File: config.mk
export PLATFORM = sky130hd
export DESIGN_NAME = ccd_top
export DESIGN_NICKNAME = d
export VERILOG_FILES = /design/src/logic/ccd_pkg.sv /design/src/logic/ccd_top.sv
export VERILOG_INCLUDE_DIRS = /design/src /design/src/logic
export SDC_FILE = /design/constraint.sdc
export NUM_CORES = 1
export LEC_CHECK = 0
export BUFFER_PORTS_ARGS = -buffer_cell sky130_fd_sc_hd__buf_2
export CAP_MARGIN = 20
export CORE_MARGIN = 3
export CORE_UTILIZATION = 30
export CTS_BUF_LIST = sky130_fd_sc_hd__clkbuf_16
export DETAILED_ROUTE_END_ITERATION = 7
export PLACE_DENSITY = 0.56
export SYNTH_ARGS = -nofsm -noshare
export SYNTH_HDL_FRONTEND = slang
export SYNTH_SLANG_ARGS = --single-unit
File: constraint.sdc
create_clock -name mclk -period 2.65 [get_ports mclk]
set_input_delay 0.3975 -clock mclk [delete_from_list [all_inputs] [get_ports mclk]]
set_output_delay 0.3975 -clock mclk [all_outputs]
set_load 0.05 [all_outputs]
File: src/logic/ccd_map.svh
// register indices, slots and field positions of the channel clock dividers
// assumes byte address = 4 * index on the AXI4-Lite bus
`ifndef CCD_MAP_SVH
`define CCD_MAP_SVH
`define CCD_IDX_LIST '{10'h190, 10'h191, 10'h192, 10'h193, 10'h194, 10'h195, \
  10'h196, 10'h197, 10'h198, 10'h199, 10'h19b, 10'h19c, 10'h19d, 10'h19e, 10'h1a0, \
  10'h1a1, 10'h1a2, 10'h1e0, 10'h1e1, 10'h1f0, 10'h1f1}
`define CCD_NREG     21
`define CCD_S_CH0    0
`define CCD_CH_STEP  3
`define CCD_S_CH3    9
`define CCD_S_CH4    13
`define CCD_O_CNT2   1
`define CCD_O_BYP    2
`define CCD_O_DCC    3
`define CCD_S_VDIV   17
`define CCD_S_SRC    18
`define CCD_S_CTL    19
`define CCD_S_STAT   20
`define CCD_F_LOW    7:4
`define CCD_F_HIGH   3:0
`define CCD_F_BYP    7
`define CCD_F_SH     4
`define CCD_F_PO     3:0
`define CCD_F_BYP1   4
`define CCD_F_BYP2   5
`define CCD_F_DUTY_CORRECT_DISABLE 0
`define CCD_F_VDIV   2:0
`define CCD_F_SRC    1:0
`define CCD_F_REALN  0
`define CCD_F_BEN    2:1
`define CCD_SRC_EXTD 2'b01
`define CCD_SRC_VCO  2'b10
`define CCD_VDIV_MIN 3'h2
`define CCD_VDIV_MAX 3'h6
`define CCD_RESP_OK  2'b00
`define CCD_RESP_ERR 2'b10
`endif

File: src/logic/ccd_pkg.sv
// types shared by the channel clock divider block
// assumes ccd_map.svh for all numeric constants
package ccd_pkg;
  typedef enum logic [1:0] {PH_WAIT, PH_HIGH, PH_LOW} ccd_phase_e;
  typedef struct packed {
    logic [3:0] low;
    logic [3:0] high;
    logic       byp;
    logic       dcc_off;
    logic       sh;
    logic [3:0] po;
  } ccd_stage_cfg_s;
  typedef logic [7:0] ccd_byte_t;
endpackage

File: src/logic/ccd_top.sv
// channel clock dividers: three single-stage and two cascaded channels
// assumes vco_in / ext_in are sampled levels synchronous to mclk, AXI4-Lite master
//
// Behaviour
// each stage: low for low+1, high for high+1 input cycles
// stages count cycles of the clock routed to the divider input
// bypass set passes the input, divide by one
// unbypassed stage divides by high plus low plus two
// correction on by default, disabled per channel by its disable bit
// correction forces 50%; software sets matching counts
// uncorrected duty equals (high+1) over the total division
// corrected odd ratio extends high by half an input cycle
// direct routing keeps the source's own duty cycle
// phase offset delays first rising edge by whole input cycles
// offset value is start_high*16 plus phase_offset; below 16 delay equals it
// with start_high, delay is value minus 16 plus low plus one
// offsets take effect only after a realign
// channels 3 and 4 cascade two stages, product up to 1024
// both bypassed gives one, second bypassed gives first ratio
// software uses first stage alone, never second alone
// one disable bit turns correction off for both cascaded stages
// channel 3 second stage counts in own register, bypass at bit 5
// second single-ended outputs of channels 3, 4 off after reset
// oscillator divider divides by 2 to 6
// each output may begin high after realign; cascaded outputs 3 and 4 have sh tied to 0 and begin low
// counts and bypass are applied at the next realign
//
// Implementation choice: the AXI4-Lite interface to the registers.
`timescale 1ns/1ps
`include "ccd_map.svh"
module ccd_top (
  input  wire logic                mclk,
  input  wire logic                rst,
  input  wire logic [11:0]         s_axi_awaddr,
  input  wire logic                s_axi_awvalid,
  output      logic                s_axi_awready,
  input  wire logic [31:0]         s_axi_wdata,
  input  wire logic [3:0]          s_axi_wstrb,
  input  wire logic                s_axi_wvalid,
  output      logic                s_axi_wready,
  output      logic [1:0]          s_axi_bresp,
  output      logic                s_axi_bvalid,
  input  wire logic                s_axi_bready,
  input  wire logic [11:0]         s_axi_araddr,
  input  wire logic                s_axi_arvalid,
  output      logic                s_axi_arready,
  output      logic [31:0]         s_axi_rdata,
  output      logic [1:0]          s_axi_rresp,
  output      logic                s_axi_rvalid,
  input  wire logic                s_axi_rready,
  input  wire logic                vco_in,
  input  wire logic                ext_in,
  output      logic [4:0]          clk_out,
  output      logic [1:0]          b_out_en
);
  import ccd_pkg::*;

  localparam logic [9:0] IDX [`CCD_NREG] = `CCD_IDX_LIST;

  // hit flag above a 5-bit slot number
  function automatic logic [5:0] slot_of(input logic [9:0] idx);
    logic [5:0] r;
    r = 6'h00;
    for (int i = 0; i < `CCD_NREG; i++) begin
      if (IDX[i] == idx) begin
        r = {1'b1, 5'(i)};
      end
    end
    return r;
  endfunction

  ccd_byte_t  regs [`CCD_NREG];
  logic       aw_got;
  logic       w_got;
  logic [9:0] aw_idx;
  ccd_byte_t  w_byte;
  logic       w_lane;
  logic       boot;
  logic       realign;

  // ---------------- AXI4-Lite write path ----------------
  wire        aw_take      = s_axi_awvalid & s_axi_awready;
  wire        w_take       = s_axi_wvalid & s_axi_wready;
  wire        do_wr        = aw_got & w_got;
  wire        next_aw_got  = aw_take | (aw_got & ~do_wr);
  wire        next_w_got   = w_take | (w_got & ~do_wr);
  wire        next_bvalid  = do_wr | (s_axi_bvalid & ~s_axi_bready);
  wire [5:0]  wr_slot      = slot_of(aw_idx);
  wire        wr_ok        = wr_slot[5] && wr_slot[4:0] != 5'(`CCD_S_STAT);
  wire        wr_en        = do_wr & wr_ok & w_lane;
  wire        wr_ctl       = wr_en && wr_slot[4:0] == 5'(`CCD_S_CTL);
  wire        next_realign = boot | (wr_ctl & w_byte[`CCD_F_REALN]);

  always_ff @(posedge mclk) begin
    if (rst) begin
      aw_got        <= 1'b0;
      w_got         <= 1'b0;
      aw_idx        <= 10'h000;
      w_byte        <= 8'h00;
      w_lane        <= 1'b0;
      s_axi_awready <= 1'b0;
      s_axi_wready  <= 1'b0;
      s_axi_bvalid  <= 1'b0;
      s_axi_bresp   <= `CCD_RESP_OK;
    end else begin
      aw_got        <= next_aw_got;
      w_got         <= next_w_got;
      s_axi_awready <= ~next_aw_got & ~next_bvalid;
      s_axi_wready  <= ~next_w_got & ~next_bvalid;
      s_axi_bvalid  <= next_bvalid;
      if (aw_take) begin
        aw_idx <= s_axi_awaddr[11:2];
      end
      if (w_take) begin
        w_byte <= s_axi_wdata[7:0];
        w_lane <= s_axi_wstrb[0];
      end
      if (do_wr) begin
        s_axi_bresp <= wr_slot[5] ? `CCD_RESP_OK : `CCD_RESP_ERR;
      end
    end
  end

  // register store; all fields clear at reset, so B outputs start off
  always_ff @(posedge mclk) begin
    if (rst) begin
      for (int i = 0; i < `CCD_NREG; i++) begin
        regs[i] <= 8'h00;
      end
    end else if (wr_en) begin
      regs[wr_slot[4:0]] <= w_byte;
    end
  end

  // realign after reset, then on each write of the realign bit
  always_ff @(posedge mclk) begin
    if (rst) begin
      boot    <= 1'b1;
      realign <= 1'b0;
    end else begin
      boot    <= 1'b0;
      realign <= next_realign;
    end
  end

  // ---------------- AXI4-Lite read path ----------------
  wire        ar_take     = s_axi_arvalid & s_axi_arready;
  wire        next_rvalid = ar_take | (s_axi_rvalid & ~s_axi_rready);
  wire [5:0]  rd_slot     = slot_of(s_axi_araddr[11:2]);
  wire        rd_stat     = rd_slot[4:0] == 5'(`CCD_S_STAT);
  wire ccd_byte_t rd_byte = rd_stat ? {3'h0, clk_out} : regs[rd_slot[4:0]];

  always_ff @(posedge mclk) begin
    if (rst) begin
      s_axi_arready <= 1'b0;
      s_axi_rvalid  <= 1'b0;
      s_axi_rdata   <= 32'h0000_0000;
      s_axi_rresp   <= `CCD_RESP_OK;
    end else begin
      s_axi_arready <= ~next_rvalid;
      s_axi_rvalid  <= next_rvalid;
      if (ar_take) begin
        s_axi_rdata <= rd_slot[5] ? {24'h00_0000, rd_byte} : 32'h0000_0000;
        s_axi_rresp <= rd_slot[5] ? `CCD_RESP_OK : `CCD_RESP_ERR;
      end
    end
  end

  // ---------------- oscillator divider and source routing ----------------
  wire [1:0] src_sel  = regs[`CCD_S_SRC][`CCD_F_SRC];
  wire [2:0] vdiv_raw = regs[`CCD_S_VDIV][`CCD_F_VDIV];
  // out-of-range codes fall back to the smallest ratio
  wire       vdiv_ok  = vdiv_raw >= `CCD_VDIV_MIN && vdiv_raw <= `CCD_VDIV_MAX;
  wire [2:0] vdiv     = vdiv_ok ? vdiv_raw : `CCD_VDIV_MIN;
  wire       pre_in   = (src_sel == `CCD_SRC_VCO) ? vco_in : ext_in;
  logic       pre_prev;
  logic       pre_lvl;
  logic [2:0] pcnt;
  wire        pre_rise  = pre_in & ~pre_prev;
  wire        pcnt_wrap = pcnt >= vdiv - 3'h1;
  wire [2:0]  next_pcnt = pcnt_wrap ? 3'h0 : pcnt + 3'h1;

  always_ff @(posedge mclk) begin
    if (rst) begin
      pre_prev <= 1'b0;
      pcnt     <= 3'h0;
      pre_lvl  <= 1'b0;
    end else begin
      pre_prev <= pre_in;
      if (pre_rise) begin
        pcnt    <= next_pcnt;
        pre_lvl <= next_pcnt < (vdiv >> 1);
      end
    end
  end

  // direct external routing keeps its duty; the vco path uses the divider's
  wire src_lvl = (src_sel == `CCD_SRC_EXTD) ? ext_in : pre_lvl;

  // ---------------- divider stages ----------------
  // stages 0-2 single channels, 3-4 first stages, 5-6 second stages
  logic [6:0] st_out;

  for (genvar s = 0; s < 7; s++) begin : g_st
    localparam int BANK = (s == 3 || s == 5) ? `CCD_S_CH3 : `CCD_S_CH4;
    localparam int CNT  = (s < 5) ? BANK : BANK + `CCD_O_CNT2;
    ccd_stage_cfg_s cfg_w;
    ccd_stage_cfg_s acfg;
    ccd_phase_e     ph;
    logic [3:0]     cnt;
    logic [4:0]     dly;
    logic           q;
    logic           pend;
    logic           in_prev;
    wire            in_lvl;

    if (s < 3) begin : g_single
      localparam int B = `CCD_S_CH0 + `CCD_CH_STEP * s;
      assign cfg_w = '{low:     regs[B][`CCD_F_LOW],
                       high:    regs[B][`CCD_F_HIGH],
                       byp:     regs[B + 1][`CCD_F_BYP],
                       dcc_off: regs[B + 2][`CCD_F_DUTY_CORRECT_DISABLE],
                       sh:      regs[B + 1][`CCD_F_SH],
                       po:      regs[B + 1][`CCD_F_PO]};
      assign in_lvl = src_lvl;
    end else begin : g_casc
      // one disable bit serves both stages of the channel
      assign cfg_w = '{low:     regs[CNT][`CCD_F_LOW],
                       high:    regs[CNT][`CCD_F_HIGH],
                       byp:     (s < 5) ? regs[BANK + `CCD_O_BYP][`CCD_F_BYP1]
                                        : regs[BANK + `CCD_O_BYP][`CCD_F_BYP2],
                       dcc_off: regs[BANK + `CCD_O_DCC][`CCD_F_DUTY_CORRECT_DISABLE],
                       sh:      1'b0,
                       po:      4'h0};
      if (s < 5) begin : g_first
        assign in_lvl = src_lvl;
      end else begin : g_second
        assign in_lvl = st_out[s - 2];
      end
    end

    wire       rise    = in_lvl & ~in_prev;
    wire       fall    = ~in_lvl & in_prev;
    wire       odd_dcc = ~acfg.dcc_off && {1'b0, acfg.low} == {1'b0, acfg.high} + 5'h01;
    wire [4:0] dly0    = cfg_w.sh ? {1'b0, cfg_w.po} + {1'b0, cfg_w.low} + 5'h01
                                  : {1'b0, cfg_w.po};

    // bypass gives divide by one; cascade bypass passes stage one through
    assign st_out[s] = acfg.byp ? in_lvl : q;

    always_ff @(posedge mclk) begin
      if (rst) begin
        acfg    <= '0;
        ph      <= PH_WAIT;
        cnt     <= 4'h0;
        dly     <= 5'h00;
        q       <= 1'b0;
        pend    <= 1'b0;
        in_prev <= 1'b0;
      end else begin
        in_prev <= in_lvl;
        if (realign) begin
          acfg <= cfg_w;
          ph   <= PH_WAIT;
          dly  <= dly0;
          q    <= cfg_w.sh;
          pend <= 1'b0;
        end else if (rise && !acfg.byp) begin
          case (ph)
            PH_WAIT: begin
              if (dly == 5'h00) begin
                q   <= 1'b1;
                cnt <= acfg.high;
                ph  <= PH_HIGH;
              end else begin
                dly <= dly - 5'h01;
                q   <= 1'b0;
              end
            end
            PH_HIGH: begin
              if (cnt == 4'h0) begin
                // odd ratio under correction: fall half a cycle later
                pend <= odd_dcc;
                q    <= odd_dcc;
                cnt  <= acfg.low;
                ph   <= PH_LOW;
              end else begin
                cnt <= cnt - 4'h1;
              end
            end
            PH_LOW: begin
              if (cnt == 4'h0) begin
                q   <= 1'b1;
                cnt <= acfg.high;
                ph  <= PH_HIGH;
              end else begin
                cnt <= cnt - 4'h1;
              end
            end
            default: ph <= PH_WAIT;
          endcase
        end else if (fall && pend) begin
          q    <= 1'b0;
          pend <= 1'b0;
        end
      end
    end
  end

  always_ff @(posedge mclk) begin
    if (rst) begin
      clk_out  <= 5'h00;
      b_out_en <= 2'h0;
    end else begin
      clk_out  <= {st_out[6], st_out[5], st_out[2:0]};
      b_out_en <= regs[`CCD_S_CTL][`CCD_F_BEN];
    end
  end

endmodule

Yosys cells after proc, flatten, opt, wreduce, memory -nomap -nowiden
Memory sizes are Yosys's and may differ from the RTL's. A register that Yosys moved wholly into a read port is not among the register bits.
Index checks and enable logic that the tools add are counted.

storage, ports and cells
  bits in registers = 195
  latch bits = 0
  RAM bits = 168
  ROM bits = 0
  input port bits = 69
  output and inout port bits = 48
  logic and storage cells = 583
  memories kept = 1

memories
  name  depth  width  read ports  clocked after Yosys merged registers in  write ports  RTL line       RTL
  regs  21     8      21          12                                       21           ccd_top.sv:72  ccd_byte_t regs [`CCD_NREG];

operators by class
  $add $sub $neg = 29
  $mul = 0
  divide/modulo/power cells = 0
  order comparisons = 4
  equal/unequal tests = 127
  shift operators = 0
  muxes and demuxes = 195
  bitwise operators = 49
  reductions and logical operators = 112

operators with widths
  operator                                                                number
  9-bit by 10-bit equality test with 1-bit output (first input constant)  42
  6-bit 2-to-1 mux                                                        42
  4-bit 2-to-1 mux                                                        21
  4-bit case mux with 3 select lines                                      7
  4-bit AND reduction                                                     21
  5-bit 2-to-1 mux                                                        16
  1-bit 2-to-1 mux                                                        67
  2-bit != test (second input constant)                                   24
  2-bit 2-to-1 mux                                                        23
  2-bit case mux with 3 select lines                                      7
  3-bit AND reduction                                                     14
  4-bit by 1-bit adder with 5-bit output (second input constant)          7
  4-bit by 5-bit equality test with 1-bit output                          7
  5-bit zero test                                                         7
  5-bit by 1-bit subtractor with 5-bit output (second input constant)     7
  3-bit nonzero test                                                      10
  4-bit zero test                                                         7
  2-bit by 1-bit != test with 1-bit output (second input constant)        14
  4-bit by 1-bit subtractor with 4-bit output (second input constant)     7
  2-bit nonzero test                                                      13
  1-bit logical AND                                                       24
  8-bit 2-to-1 mux                                                        3
  3-bit != test (second input constant)                                   8
  4-bit != test (second input constant)                                   6
  other kinds (23)                                                        112

Logic depth before layout (Yosys ltp)
Gate-level depths: netlist of run 1.

  word-level depth = 31
  mapped depth = 12
  mapped depth without buffers = 12

Least setup slack after synthesis of run 1
No wires, ideal clock.

  path type = input -> register
  start point = in s_axi_araddr[6]
  end point = reg s_axi_rdata[6]
  library setup time = 0.127 ns
  arrival = 2.691 ns
  required time = 2.523 ns
  path slack = -0.169 ns
  stages on the path = 10
  path buffers = 2
  cells stage by stage = buf_2 or3b_1 or4_4 o211ai_4 nand2b_1 buf_6 mux4_2 o221a_1 nor3_1 o211ai_1

between the ends
  cells in the longest elaborated chain, start to end = 24
  elaborated cells on any way between the ends = 46
  those cells by class = eq/ne (22); mux (23); memory (1)

ends and longest elaborated chain
  what                                                           RTL line        RTL
  from (decl)                                                    ccd_top.sv:44   input wire logic [11:0] s_axi_araddr,
  9-bit by 10-bit equality test with 1-bit output                ccd_top.sv:65   if (IDX[i] == idx) begin
  6-bit 2-to-1 mux (19 in series)                                ccd_top.sv:65
  6-bit 2-to-1 mux *                                             ccd_top.sv:65
  memory read 21 x 8 bit or 5-bit equality test (tied branches)  -
  8-bit 2-to-1 mux                                               ccd_top.sv:151  wire ccd_byte_t rd_byte = rd_stat ? {3'h0, clk_out} : regs[rd_slot[4:0]];
  8-bit 2-to-1 mux *                                             ccd_top.sv:163  s_axi_rdata <= rd_slot[5] ? {24'h00_0000, rd_byte} : 32'h0000_0000;
  to (signal assigned)                                           ccd_top.sv:163
  to (decl)                                                      ccd_top.sv:47   output logic [31:0] s_axi_rdata,

Mark *: on every way between the ends. The rest lies on a longest branch, timed or not.
A chain may end at the register's enable or synchronous reset.

Final worst setup path of run 1
  start point = in s_axi_araddr[4]
  end point = reg s_axi_rdata[2]

Same word-level chain as after synthesis.

==> metrics.md, run 1 <==
| Metric | Value |
|---|---|
| Status | `completed` |
| Final critical path time including I/O delays and setup | `roughly 2.6 ns` |
| Peak supply drop | `0.420 mV` |
| Post-synthesis xor/xnor area fraction | `3.55%` |
| WP data required | `3.11 ns` |
| Unrepaired setup endpoints after global routing | `no` |
| First-pass GRT wire length | `90000 um` |
| Netlist Area Pre-Place | `20200 sq um` |
| Count leader, synth | `nor2_1` |
| Worst Hold Slack | `0.0719 ns` |
| GRT Util Overall | `16.1%` |
| Die Wd | `266 um` |
| Compound-Gate Fraction of Synth Area | `14.0%` |
| Critical R2R Launch | `aw_idx[5]` |
| Max-slew violations | `0` |
| Setup ws final | `approximately 0.065 ns` |
| CP endpoint kind | `flip-flop` |
| Fillers | `6601` |
| Dpl cells | `3106` |
| Worst Hold End | `aw_idx[6]` |
| Max Fclk | `a little under 400 MHz` |
| Final instance area | `approximately 24000 sq um` |
| IO buf count | `59` |
| Clock transition at path regs | `0.06 ns` |
| Hold buffers post-CTS | `0` |
| DIE AREA | `just over 70000 sq um` |
| Worst slew margin relative to its limit | `40.0%` |
| # rows | `94` |
| Total design power | `14.0 mW` |
| Main synth FF type | `dfxtp_1` |
| Synth area leader | `edfxtp_1` |
| DPL Wire Length | `42400 um` |
| Die Ht | `266 um` |
| Crit path DAT | `3.05 ns` |
| Largest family of logic cells by synthesized area | `simple AND/OR/NAND/NOR gates` |
| Max Fanout on Critical Path | `11` |
| Core area | `66200 sq um` |
| #FFs+latches synth | `376` |
| Register area share after synthesis | `45.4%` |
| Initial antenna violation count | `1` |
| Vias in the first global route | `16000` |
| CTS tree | `built` |
| Share of the synthesized area in the top cell type | `24.4%` |
| Hold Fails Final Rpt | `0` |
| Fin nets | `2434` |
| Leakage power | `9.13 nW` |
| Worst Setup Path Type | `input port to flip-flop` |
| R2R Setup Slk | `0.19 ns` |
| Post-Layout Cell Count | `around 3200` |
| Drt pass-1 iters | `7` |
| Via density | `5.08` |
| Power Dens Cells | `591 nW/um^2` |
| Clk sink count | `roughly 380` |
| Largest net degree at the start of global routing | `66` |
| Final wirelength | `57800 um` |
| Clock Skew | `0.0319 ns` |
| Root Driver | `clkbuf_16` |
| Synth Instances | `approximately 2100` |
| Post-Synth Adder-Cell Area | `5.07%` |
| Multiplexer share of the synthesized area | `7.03%` |
| Total number of vias | `16200` |
| Slew of the pin with the lowest slew margin | `0.889 ns` |
| Setup TNS | `0 ns` |
| Number of synthesized flops with an enable pin | `164` |
| # diodes | `0` |
| Grt total ovfl | `0` |
| Hold Path Depth | `3` |
| Share of cells above drive strength 1 | `14.5%` |
| Setup WS pre-CTS | `-0.457 ns` |
| Synth async-reset ratio | `0%` |
| Worst hold start | `s_axi_awaddr[8]` |
| Clk_lat worst skew | `around 0.57 ns` |
| Storage cell area | `9180 sq um` |
| Critical R2R Capture | `regs[3][7]` |
| Area after DPL | `22300 sq um` |
| Number of H-tree levels | `2` |
| Mapped Avg Cell Area | `between 9 and 10 sq um` |
| Distinct cells, synth | `about 80` |
| Max-cap violation count | `0` |
| FF-to-FF path depth | `8` |
| Post-synth top cells | `nor2_1, dfxtp_1, and2_1, nand2_1, edfxtp_1` |
| Multi-input logic area | `10300 sq um` |
| DR WL/cell | `18.2 um` |
| Worst hold path class | `input port to flip-flop` |
| Fraction of the cycle the final worst path needs | `97.6%` |
| Final Util | `35.8%` |
| TritonCTS buffer count | `41` |
| Top post-synthesis cells by area | `edfxtp_1, dfxtp_1, mux2i_1, and2_1, ha_1` |
| Yosys warning total | `0` |
| Worst setup SP type | `input port` |
| # DRC | `0` |
| Clock Path Buffers | `3` |
| Ports | `117` |
| DR iter-0 viols | `1130` |
| Final setup fails | `0` |
| Starting Density | `30.5%` |
| Detail Route Antenna Nets | `0` |
| RePlAce Congestion | `0.883` |
| Area Overhead vs Synth | `17.3%` |
| Simple-gate portion of the synthesized area | `about a fifth` |
-- state kept, by name, indices dropped and copies added, names as in the netlist, 2 cells and up --
| register | cells |
|---|---|
| s_axi_rdata | 8 |
| g_st.in_prev | 3 |
| pcnt | 3 |
| regs | 164 |
| g_st.ph | 14 |
| g_st.pend | 7 |
| g_st.acfg | 68 |
| clk_out | 5 |
| w_byte | 8 |
| b_out_en | 2 |
| aw_idx | 10 |
| g_st.dly | 35 |
| g_st.q | 7 |
| g_st.cnt | 28 |
-- how the worst max path moves through the flow --
stage | startpoint | to | slack, ns | cells past startpoint
floorplan | s_axi_araddr[6] | s_axi_rdata[6] | -0.11 | 10
global placement | s_axi_araddr[4] | s_axi_rdata[1] | -0.42 | 9
detailed placement | s_axi_araddr[4] | s_axi_rdata[2] | -0.46 | 9
CTS | regs[17][2] | pre_lvl | 0.03 | 12
global route | regs[18][0] | g_st[5].cnt[0] | 0.02 | 10
finish | s_axi_araddr[4] | s_axi_rdata[2] | 0.06 | 9
-- cells by family (layout without fill, tap and decap cells) --
logic type / Yosys count / count (layout)
compound gates: 425 / 425
xor+xnor: 82 / 82
fa+ha+maj: 80 / 80
buf+inv: 212 / 358
flops: 376 / 376
mux: 138 / 138
other cells: 1 / 30
simple gates: 829 / 829
-- layout make-up --
type,count,area share [%]
clock inverter,33,1.06
inverter,72,1.14
sequential,376,38.7
clock buffer,43,4.54
timing repair buffer,210,6.52
tap,864,4.56
multi-input combinational,1584,43.5
-- cells in the final DEF, fill, tap and decap left out, drive strengths merged, types with 77 or more instances in the layout --
| master | n |
|---|---|
| dfxtp | 212 |
| and2 | 172 |
| o21ai | 111 |
| edfxtp | 164 |
| inv | 83 |
| a21oi | 83 |
| buf | 210 |
| nand2 | 173 |
| mux2i | 115 |
| nor2 | 255 |
| ha | 77 |
-- metal layers --
layer / track usage [%] / up-vias / wire [um]
met2: 26.0 / 424 / 26100
li1: - / 7821 / -
met3: 3.02 / 102 / 3250
met4: 5.50 / 0 / 1870
met5: 0 / - / 0
met1: 21.8 / 7826 / 26600
-- worst max-delay path, cell delays in order --
cell	delay, ns
buf_2	0.11
or3b_1	0.52
or4_4	0.63
nand2_2	0.21
buf_12	0.17
mux2_2	0.33
o211ai_1	0.25
nand4b_1	0.23
a21o_1	0.20
-- report_power, final --
| group | switching [mW] | total, mW | internal (mW) |
|---|---|---|---|
| Combinational | 1.06 | 1.74 | 0.688 |
| Sequential | 0.270 | 6.55 | 6.28 |
| Clock | 2.38 | 5.70 | 3.32 |
-- timing repair --
item | in CTS | in global routing
resized for setup | 1 | 25
endpoints found under the setup margin | 1 | 272
pin swaps | 0 | 3
buffers inserted | 0 | 0
(Power assumes the default switching activity.)
==> inputs of run 2 (changes only) <==
--- a/config.mk
+++ b/config.mk
@@ -8,6 +8,7 @@
 export LEC_CHECK = 0
 export BUFFER_PORTS_ARGS = -buffer_cell sky130_fd_sc_hd__buf_2
 export CAP_MARGIN = 20
+export CORE_ASPECT_RATIO = 1.5
 export CORE_MARGIN = 3
 export CORE_UTILIZATION = 30
 export CTS_BUF_LIST = sky130_fd_sc_hd__clkbuf_16
==> run 2 against run 1 <==
  * Clock-buffer cell count fell by 5
  * Critical endpoint is now s_axi_rdata[5]
  * Via count fell by 0.34%
  * Worst setup slack improved by 0.034 ns
  * Routed wire length rose by 1.1%
==> metrics.md, run 2 (synthesis gave the netlist of run 1 again) <==
| Metric | Value |
|---|---|
| CP endpoint kind | `flip-flop` |
| TritonCTS buffer count | `37 (-9.8%)` |
| Worst hold path class | `input port to flip-flop` |
| Worst slew margin relative to its limit | `46.3% (+6.4 points)` |
| Max Fclk | `392 MHz (+1.3%)` |
| DPL Wire Length | `43300 um (+2.1%)` |
| Hold Path Depth | `3 (unchanged)` |
| Most frequent cells in the layout | `nor2_1, dfxtp_1, and2_1` |
| Setup TNS | `0 ns (unchanged)` |
| Clk sink count | `376 (unchanged)` |
| Crit path DAT | `3.02 ns (-0.03 ns)` |
| Die Ht | `324 um (+22%)` |
| Detail Route Antenna Nets | `0 (unchanged)` |
| Vias in the first global route | `16100 (+0.86%)` |
| Number of H-tree levels | `2 (unchanged)` |
| Max-slew violations | `0 (unchanged)` |
| Largest regs | `regs (164), g_st.acfg (68), g_st.dly (35)` |
| Slew of the pin with the lowest slew margin | `0.805 ns (-0.0837 ns)` |
| Hold buffers post-CTS | `0 (unchanged)` |
| Multi-input logic area | `10300 sq um (-0.16%)` |
| Hold Fails Final Rpt | `0 (unchanged)` |
| Reg with most FFs | `regs` |
| Leakage power | `9.13 nW (about the same)` |
| Core area | `66200 sq um (about the same)` |
| Final Util | `35.8% (about the same)` |
| Share of cells above drive strength 1 | `14.6% (+0.074 points)` |
| Starting Density | `30.5% (about the same)` |
| DR iter-0 viols | `922 (-18%)` |
| Area Overhead vs Synth | `17.2% (about the same)` |
| Final critical path time including I/O delays and setup | `2.55 ns (-0.0344 ns)` |
| Ports | `117 (unchanged)` |
| Max-cap violation count | `0 (unchanged)` |
| Peak supply drop | `0.798 mV (+90%)` |
| Power Dens Cells | `577 nW/um^2 (-2.3%)` |
| FF-to-FF path depth | `11 (+3)` |
| # DRC | `0 (unchanged)` |
| Fin nets | `2441 (+0.29%)` |
| CTS tree | `built` |
| Max FFs per register | `164 (unchanged)` |
| Fillers | `6760 (+2.4%)` |
| # rows | `115 (+22%)` |
| Largest net degree at the start of global routing | `75 (+14%)` |
| Via density | `5.04 (-0.81%)` |
| Total number of vias | `16100 (-0.34%)` |
| IO buf count | `59 (unchanged)` |
| WP data required | `3.12 ns (about the same)` |
| Final setup fails | `0 (unchanged)` |
| Clock Skew | `0.0322 ns (+0.000299 ns)` |
| Drt pass-1 iters | `7 (unchanged)` |
| Clk_lat worst skew | `0.56 ns (about the same)` |
| First-pass GRT wire length | `91900 um (+2.2%)` |
| Fraction of the cycle the final worst path needs | `96.3% (-1.3 points)` |
| Die Wd | `218 um (-18%)` |
| Storage cell area | `9180 sq um (unchanged)` |
| Root Driver | `clkbuf_16` |
| Max Fanout on Critical Path | `11 (unchanged)` |
| Final wirelength | `58400 um (+1.1%)` |
| Commonest non-fill, non-tap cell in the layout | `nor2_1` |
| Worst Setup Path Type | `input port to flip-flop` |
| Area after DPL | `22400 sq um (+0.52%)` |
| DR WL/cell | `18.3 um (+0.59%)` |
| Status | `completed` |
| Clock transition at path regs | `0.07 ns (about the same)` |
| # diodes | `0 (unchanged)` |
| GRT Util Overall | `16.4% (+0.30 points)` |
| Grt total ovfl | `0 (unchanged)` |
| Clock Path Buffers | `3 (unchanged)` |
| Worst setup SP type | `input port` |
| DIE AREA | `70600 sq um (about the same)` |
| Initial antenna violation count | `0 (-1)` |
| RePlAce Congestion | `0.922 (+4.5%)` |
| Final instance area | `23700 sq um (about the same)` |
run 2: area by class of cell:
cell class                      instances  area share, %
Clock buffer                           38           4.01
Clock inverter                         29           1.11
Inverter                               72           1.14
Multi-Input combinational cell       1584           43.4
Sequential cell                       376           38.7
Tap cell                              877           4.63
Timing Repair Buffer                  221           6.97
run 2: routing by layer:
layer | vias up | wire length [um] | part of all wire, % | GRT usage, %
li1 | 7827 | - | - | -
met1 | 7713 | 22600 | 39 | 18.4
met2 | 450 | 30700 | 53 | 31.2
met3 | 128 | 2330 | 4.0 | 1.71
met4 | 0 | 2750 | 4.7 | 7.28
met5 | - | 0 | 0 | 0
run 2: critical path, cell delays in order:
cell and delay (ns):
buf_2 0.10, or3b_1 0.50, or4_4 0.61, nand2_2 0.20
buf_4 0.23, a211oi_1 0.11, o21ai_0 0.44, nand4b_1 0.15
o31ai_1 0.27
run 2: path summary, 6_finish.rpt:
check | startpoint | end | slack (ns)
setup / recovery | s_axi_araddr[4] | s_axi_rdata[5] | 0.1
hold / removal | s_axi_wdata[5] | w_byte[5] | 0.08
setup reg to reg | regs[17][1] | pre_lvl | 0.16
hold reg to reg | g_st[4].dly[4] | g_st[4].dly[4] | 0.45
run 2: what timing repair did:
item	CTS	global route
setup buffers	0	1
setup endpoints to repair	1	178
resized for setup	2	15
run 2: report_power, final:
group | leakage (nW) | switching (mW) | internal (mW)
clock network | 0.602 | 2.35 | 3.02
registers | 3.40 | 0.257 | 6.27
logic | 5.13 | 1.07 | 0.691
run 2: per-stage QoR:
stage               power, mW  setup WS, ns  hold WS [ns]  instances
finish                   13.7        0.0990        0.0840       3197
global route             14.3       -0.0201        0.0873       3197
CTS                      13.8        0.0221        0.0627       3196
detailed placement       8.40        -0.459         0.440       3129
global placement         8.35        -0.422         0.430       3129
floorplan                7.82        -0.110         0.423       2172
==> inputs of run 3 (changes only) <==
--- a/config.mk
+++ b/config.mk
@@ -9,7 +9,6 @@
 export BUFFER_PORTS_ARGS = -buffer_cell sky130_fd_sc_hd__buf_2
 export CAP_MARGIN = 20
 export CORE_ASPECT_RATIO = 1.5
-export CORE_MARGIN = 3
 export CORE_UTILIZATION = 30
 export CTS_BUF_LIST = sky130_fd_sc_hd__clkbuf_16
 export DETAILED_ROUTE_END_ITERATION = 7
==> run 3 against run 2 <==
  * Via count increased by 0.56%
  * Routed wire length up 3.9%
  * Sequential cell count is the same
  * Global-route usage up 1.5 points
  * Critical path depth is 1 higher
  * Final cell count up 0.41%
  * Design area increased by 0.84%
  * Sequential share of layout area fell by 0.32 points
  * Clock power is 6.7% higher
  * Utilization increased by 0.067 points
  * Clock skew is 0.016 ns lower
  * Total power increased by 2.9%
  * Critical path type is now flip-flop to flip-flop
  * Largest power group unchanged
==> metrics.md, run 3 (synthesis gave the netlist of run 1 again) <==
| Metric | Value |
|---|---|
| Max FFs per register | `164 (unchanged)` |
| Largest stage delay on the critical path | `0.49 ns (-0.12 ns)` |
| Multi-input logic area | `10400 sq um (+1.0%)` |
| RePlAce Congestion | `0.910 (-1.4%)` |
| Crit path buf inv count | `3 (+1)` |
| Critical path, cell by cell | `nor2b_1 > mux2i_1 > buf_12 > buf_4 > a21o_1 > nor3_1 > nand2_1 > buf_4 > or4_1 > a21oi_1` |
| Grt total ovfl | `0 (unchanged)` |
| Worst setup SP type | `flip-flop` |
| Total number of vias | `16200 (+0.56%)` |
| Fin nets | `2444 (+0.12%)` |
| Commonest non-fill, non-tap cell in the layout | `nor2_1` |
| WP data required | `3.13 ns (about the same)` |
| Crit path DAT | `3.05 ns (+0.03 ns)` |
| Die Ht | `320 um (-1.2%)` |
| CTS tree | `built` |
| # diodes | `0 (unchanged)` |
| Ports | `117 (unchanged)` |
| DIE AREA | `68400 sq um (-3.0%)` |
| DR iter-0 viols | `1014 (+10%)` |
| Hold buffers post-CTS | `0 (unchanged)` |
| Worst Hold Slack | `0.0769 ns (-0.00710 ns)` |
| Fraction of the cycle the final worst path needs | `96.9% (+0.60 points)` |
| Detail Route Antenna Nets | `0 (unchanged)` |
| Clock Skew | `0.0158 ns (-0.0164 ns)` |
| Number of H-tree levels | `2 (unchanged)` |
| Dpl cells | `3139 (+0.32%)` |
| Status | `completed` |
| CP endpoint kind | `flip-flop` |
| Share of cells above drive strength 1 | `15.8% (+1.3 points)` |
| DR WL/cell | `18.9 um (+3.5%)` |
| Cell family with most CP delay | `simple AND/OR/NAND/NOR gates` |
| Core area | `66600 sq um (+0.65%)` |
| Max Fanout on Critical Path | `10 (-1)` |
| Worst Setup Path Type | `flip-flop to flip-flop` |
| GRT Util Overall | `18.0% (+1.5 points)` |
| Die Wd | `214 um (-1.8%)` |
| Setup ws final | `0.0830 ns (-0.0160 ns)` |
| Max-slew violations | `0 (unchanged)` |
| Worst hold path class | `input port to flip-flop` |
| Peak supply drop | `0.496 mV (-38%)` |
| Power Dens Cells | `589 nW/um^2 (+2.0%)` |
| Leakage power | `9.18 nW (+0.48%)` |
| Final critical path time including I/O delays and setup | `2.57 ns (+0.0160 ns)` |
| Reg with most FFs | `regs` |
| Storage cell area | `9180 sq um (unchanged)` |
| Crit path top cell by count | `buf_4` |
| Slew of the pin with the lowest slew margin | `1.07 ns (+0.268 ns)` |
| Via density | `5.05 (+0.16%)` |
| Fillers | `6725 (-0.52%)` |
| Hold Fails Final Rpt | `0 (unchanged)` |
| First-pass GRT wire length | `94500 um (+2.8%)` |
| Worst slew margin relative to its limit | `27.5% (-19 points)` |
| Setup WS pre-CTS | `-0.403 ns (+0.0561 ns)` |
| Area Overhead vs Synth | `18.2%` |
| Most frequent cells in the layout | `nor2_1, dfxtp_1, and2_1` |
| Root Driver | `clkbuf_16` |
| Largest net degree at the start of global routing | `109 (+45%)` |
| Initial antenna violation count | `2 (+2)` |
| Largest regs | `regs (164), g_st.acfg (68), g_st.dly (35)` |
| Total design power | `14.1 mW (+2.9%)` |
| IO buf count | `59 (unchanged)` |
| Clock Path Buffers | `3 (unchanged)` |
| TritonCTS buffer count | `38 (+2.7%)` |
| Area after DPL | `22400 sq um (unchanged)` |
| Max Fclk | `390 MHz (-0.62%)` |
| Final setup fails | `0 (unchanged)` |
| # DRC | `0 (unchanged)` |
| # rows | `116 (+0.87%)` |
| Final wirelength | `60700 um (+3.9%)` |
| Final instance area | `23900 sq um (+0.84%)` |
| Drt pass-1 iters | `7 (unchanged)` |
| CP max stage cell | `or4_1` |
| Post-Layout Cell Count | `3210 (+0.41%)` |
| Clock transition at path regs | `0.06 ns (about the same)` |
| DPL Wire Length | `45500 um (+5.0%)` |
| Max-cap violation count | `0 (unchanged)` |
| Clk_lat worst skew | `0.56 ns (about the same)` |
| Clk sink count | `376 (unchanged)` |
| Unrepaired setup endpoints after global routing | `yes` |
| Vias in the first global route | `16600 (+2.6%)` |
| Starting Density | `30.3% (-0.20 points)` |
==> run 3: changes by cell type in the layout (fill, tap and decap cells not counted), sizes merged <==
cell	before	now
buf	221	223
bufinv	4	5
clkinv	10	11
clkbuf	38	39
==> run 3: worst paths after layout <==
kind | endpoint | slack, ns | from | depth (start not counted)
setup / recovery | g_st[6].ph[0] | 0.08 | regs[18][0] | 10
hold reg to reg | g_st[4].dly[4] | 0.44 | g_st[4].dly[4] | 1
hold / removal | aw_idx[4] | 0.08 | s_axi_awaddr[6] | 3
setup reg to reg | g_st[6].ph[0] | 0.08 | regs[18][0] | 10
==> run 3: metrics by stage <==
step / TNS (ns) / utilization [%]
CTS: 0 / 35.7
floorplan: -0.129 / -
finish: 0 / 35.9
global placement: -2.89 / 33.6
global route: -0.0263 / 35.9
detailed placement: -4.68 / 33.6
==> run 3: cell type report <==
class	instances	area share, %
timing repair buffer	223	6.87
multi-input combinational	1584	43.5
clock inverter	31	1.39
inverter	72	1.13
clock buffer	39	4.09
tap	885	4.64
sequential	376	38.4
==> run 3: tightest hold or removal path, cell delays in order <==
cell     delay (ns)
buf_2          0.09
nand2_1        0.04
a21oi_1        0.05
==> run 3: report_power, final <==
part	leakage, nW	switching, mW	internal, mW
Clock	0.642	2.51	3.23
Combinational	5.13	1.08	0.700
Sequential	3.40	0.268	6.27
==> run 3: routing by layer <==
metal | share of wire [%] | global-route usage, %
met2 | 54 | 34.5
met1 | 38 | 19.2
met3 | 3.1 | 1.78
met5 | 0.021 | 0
met4 | 5.2 | 8.48
==> run 3: timing repair <==
| item | 4_1_cts | 5_1_grt |
|---|---|---|
| resized for setup | 11 | 30 |
| setup buffers | 0 | 1 |
| pin swaps | 0 | 1 |
| setup endpoints to repair | 44 | 207 |
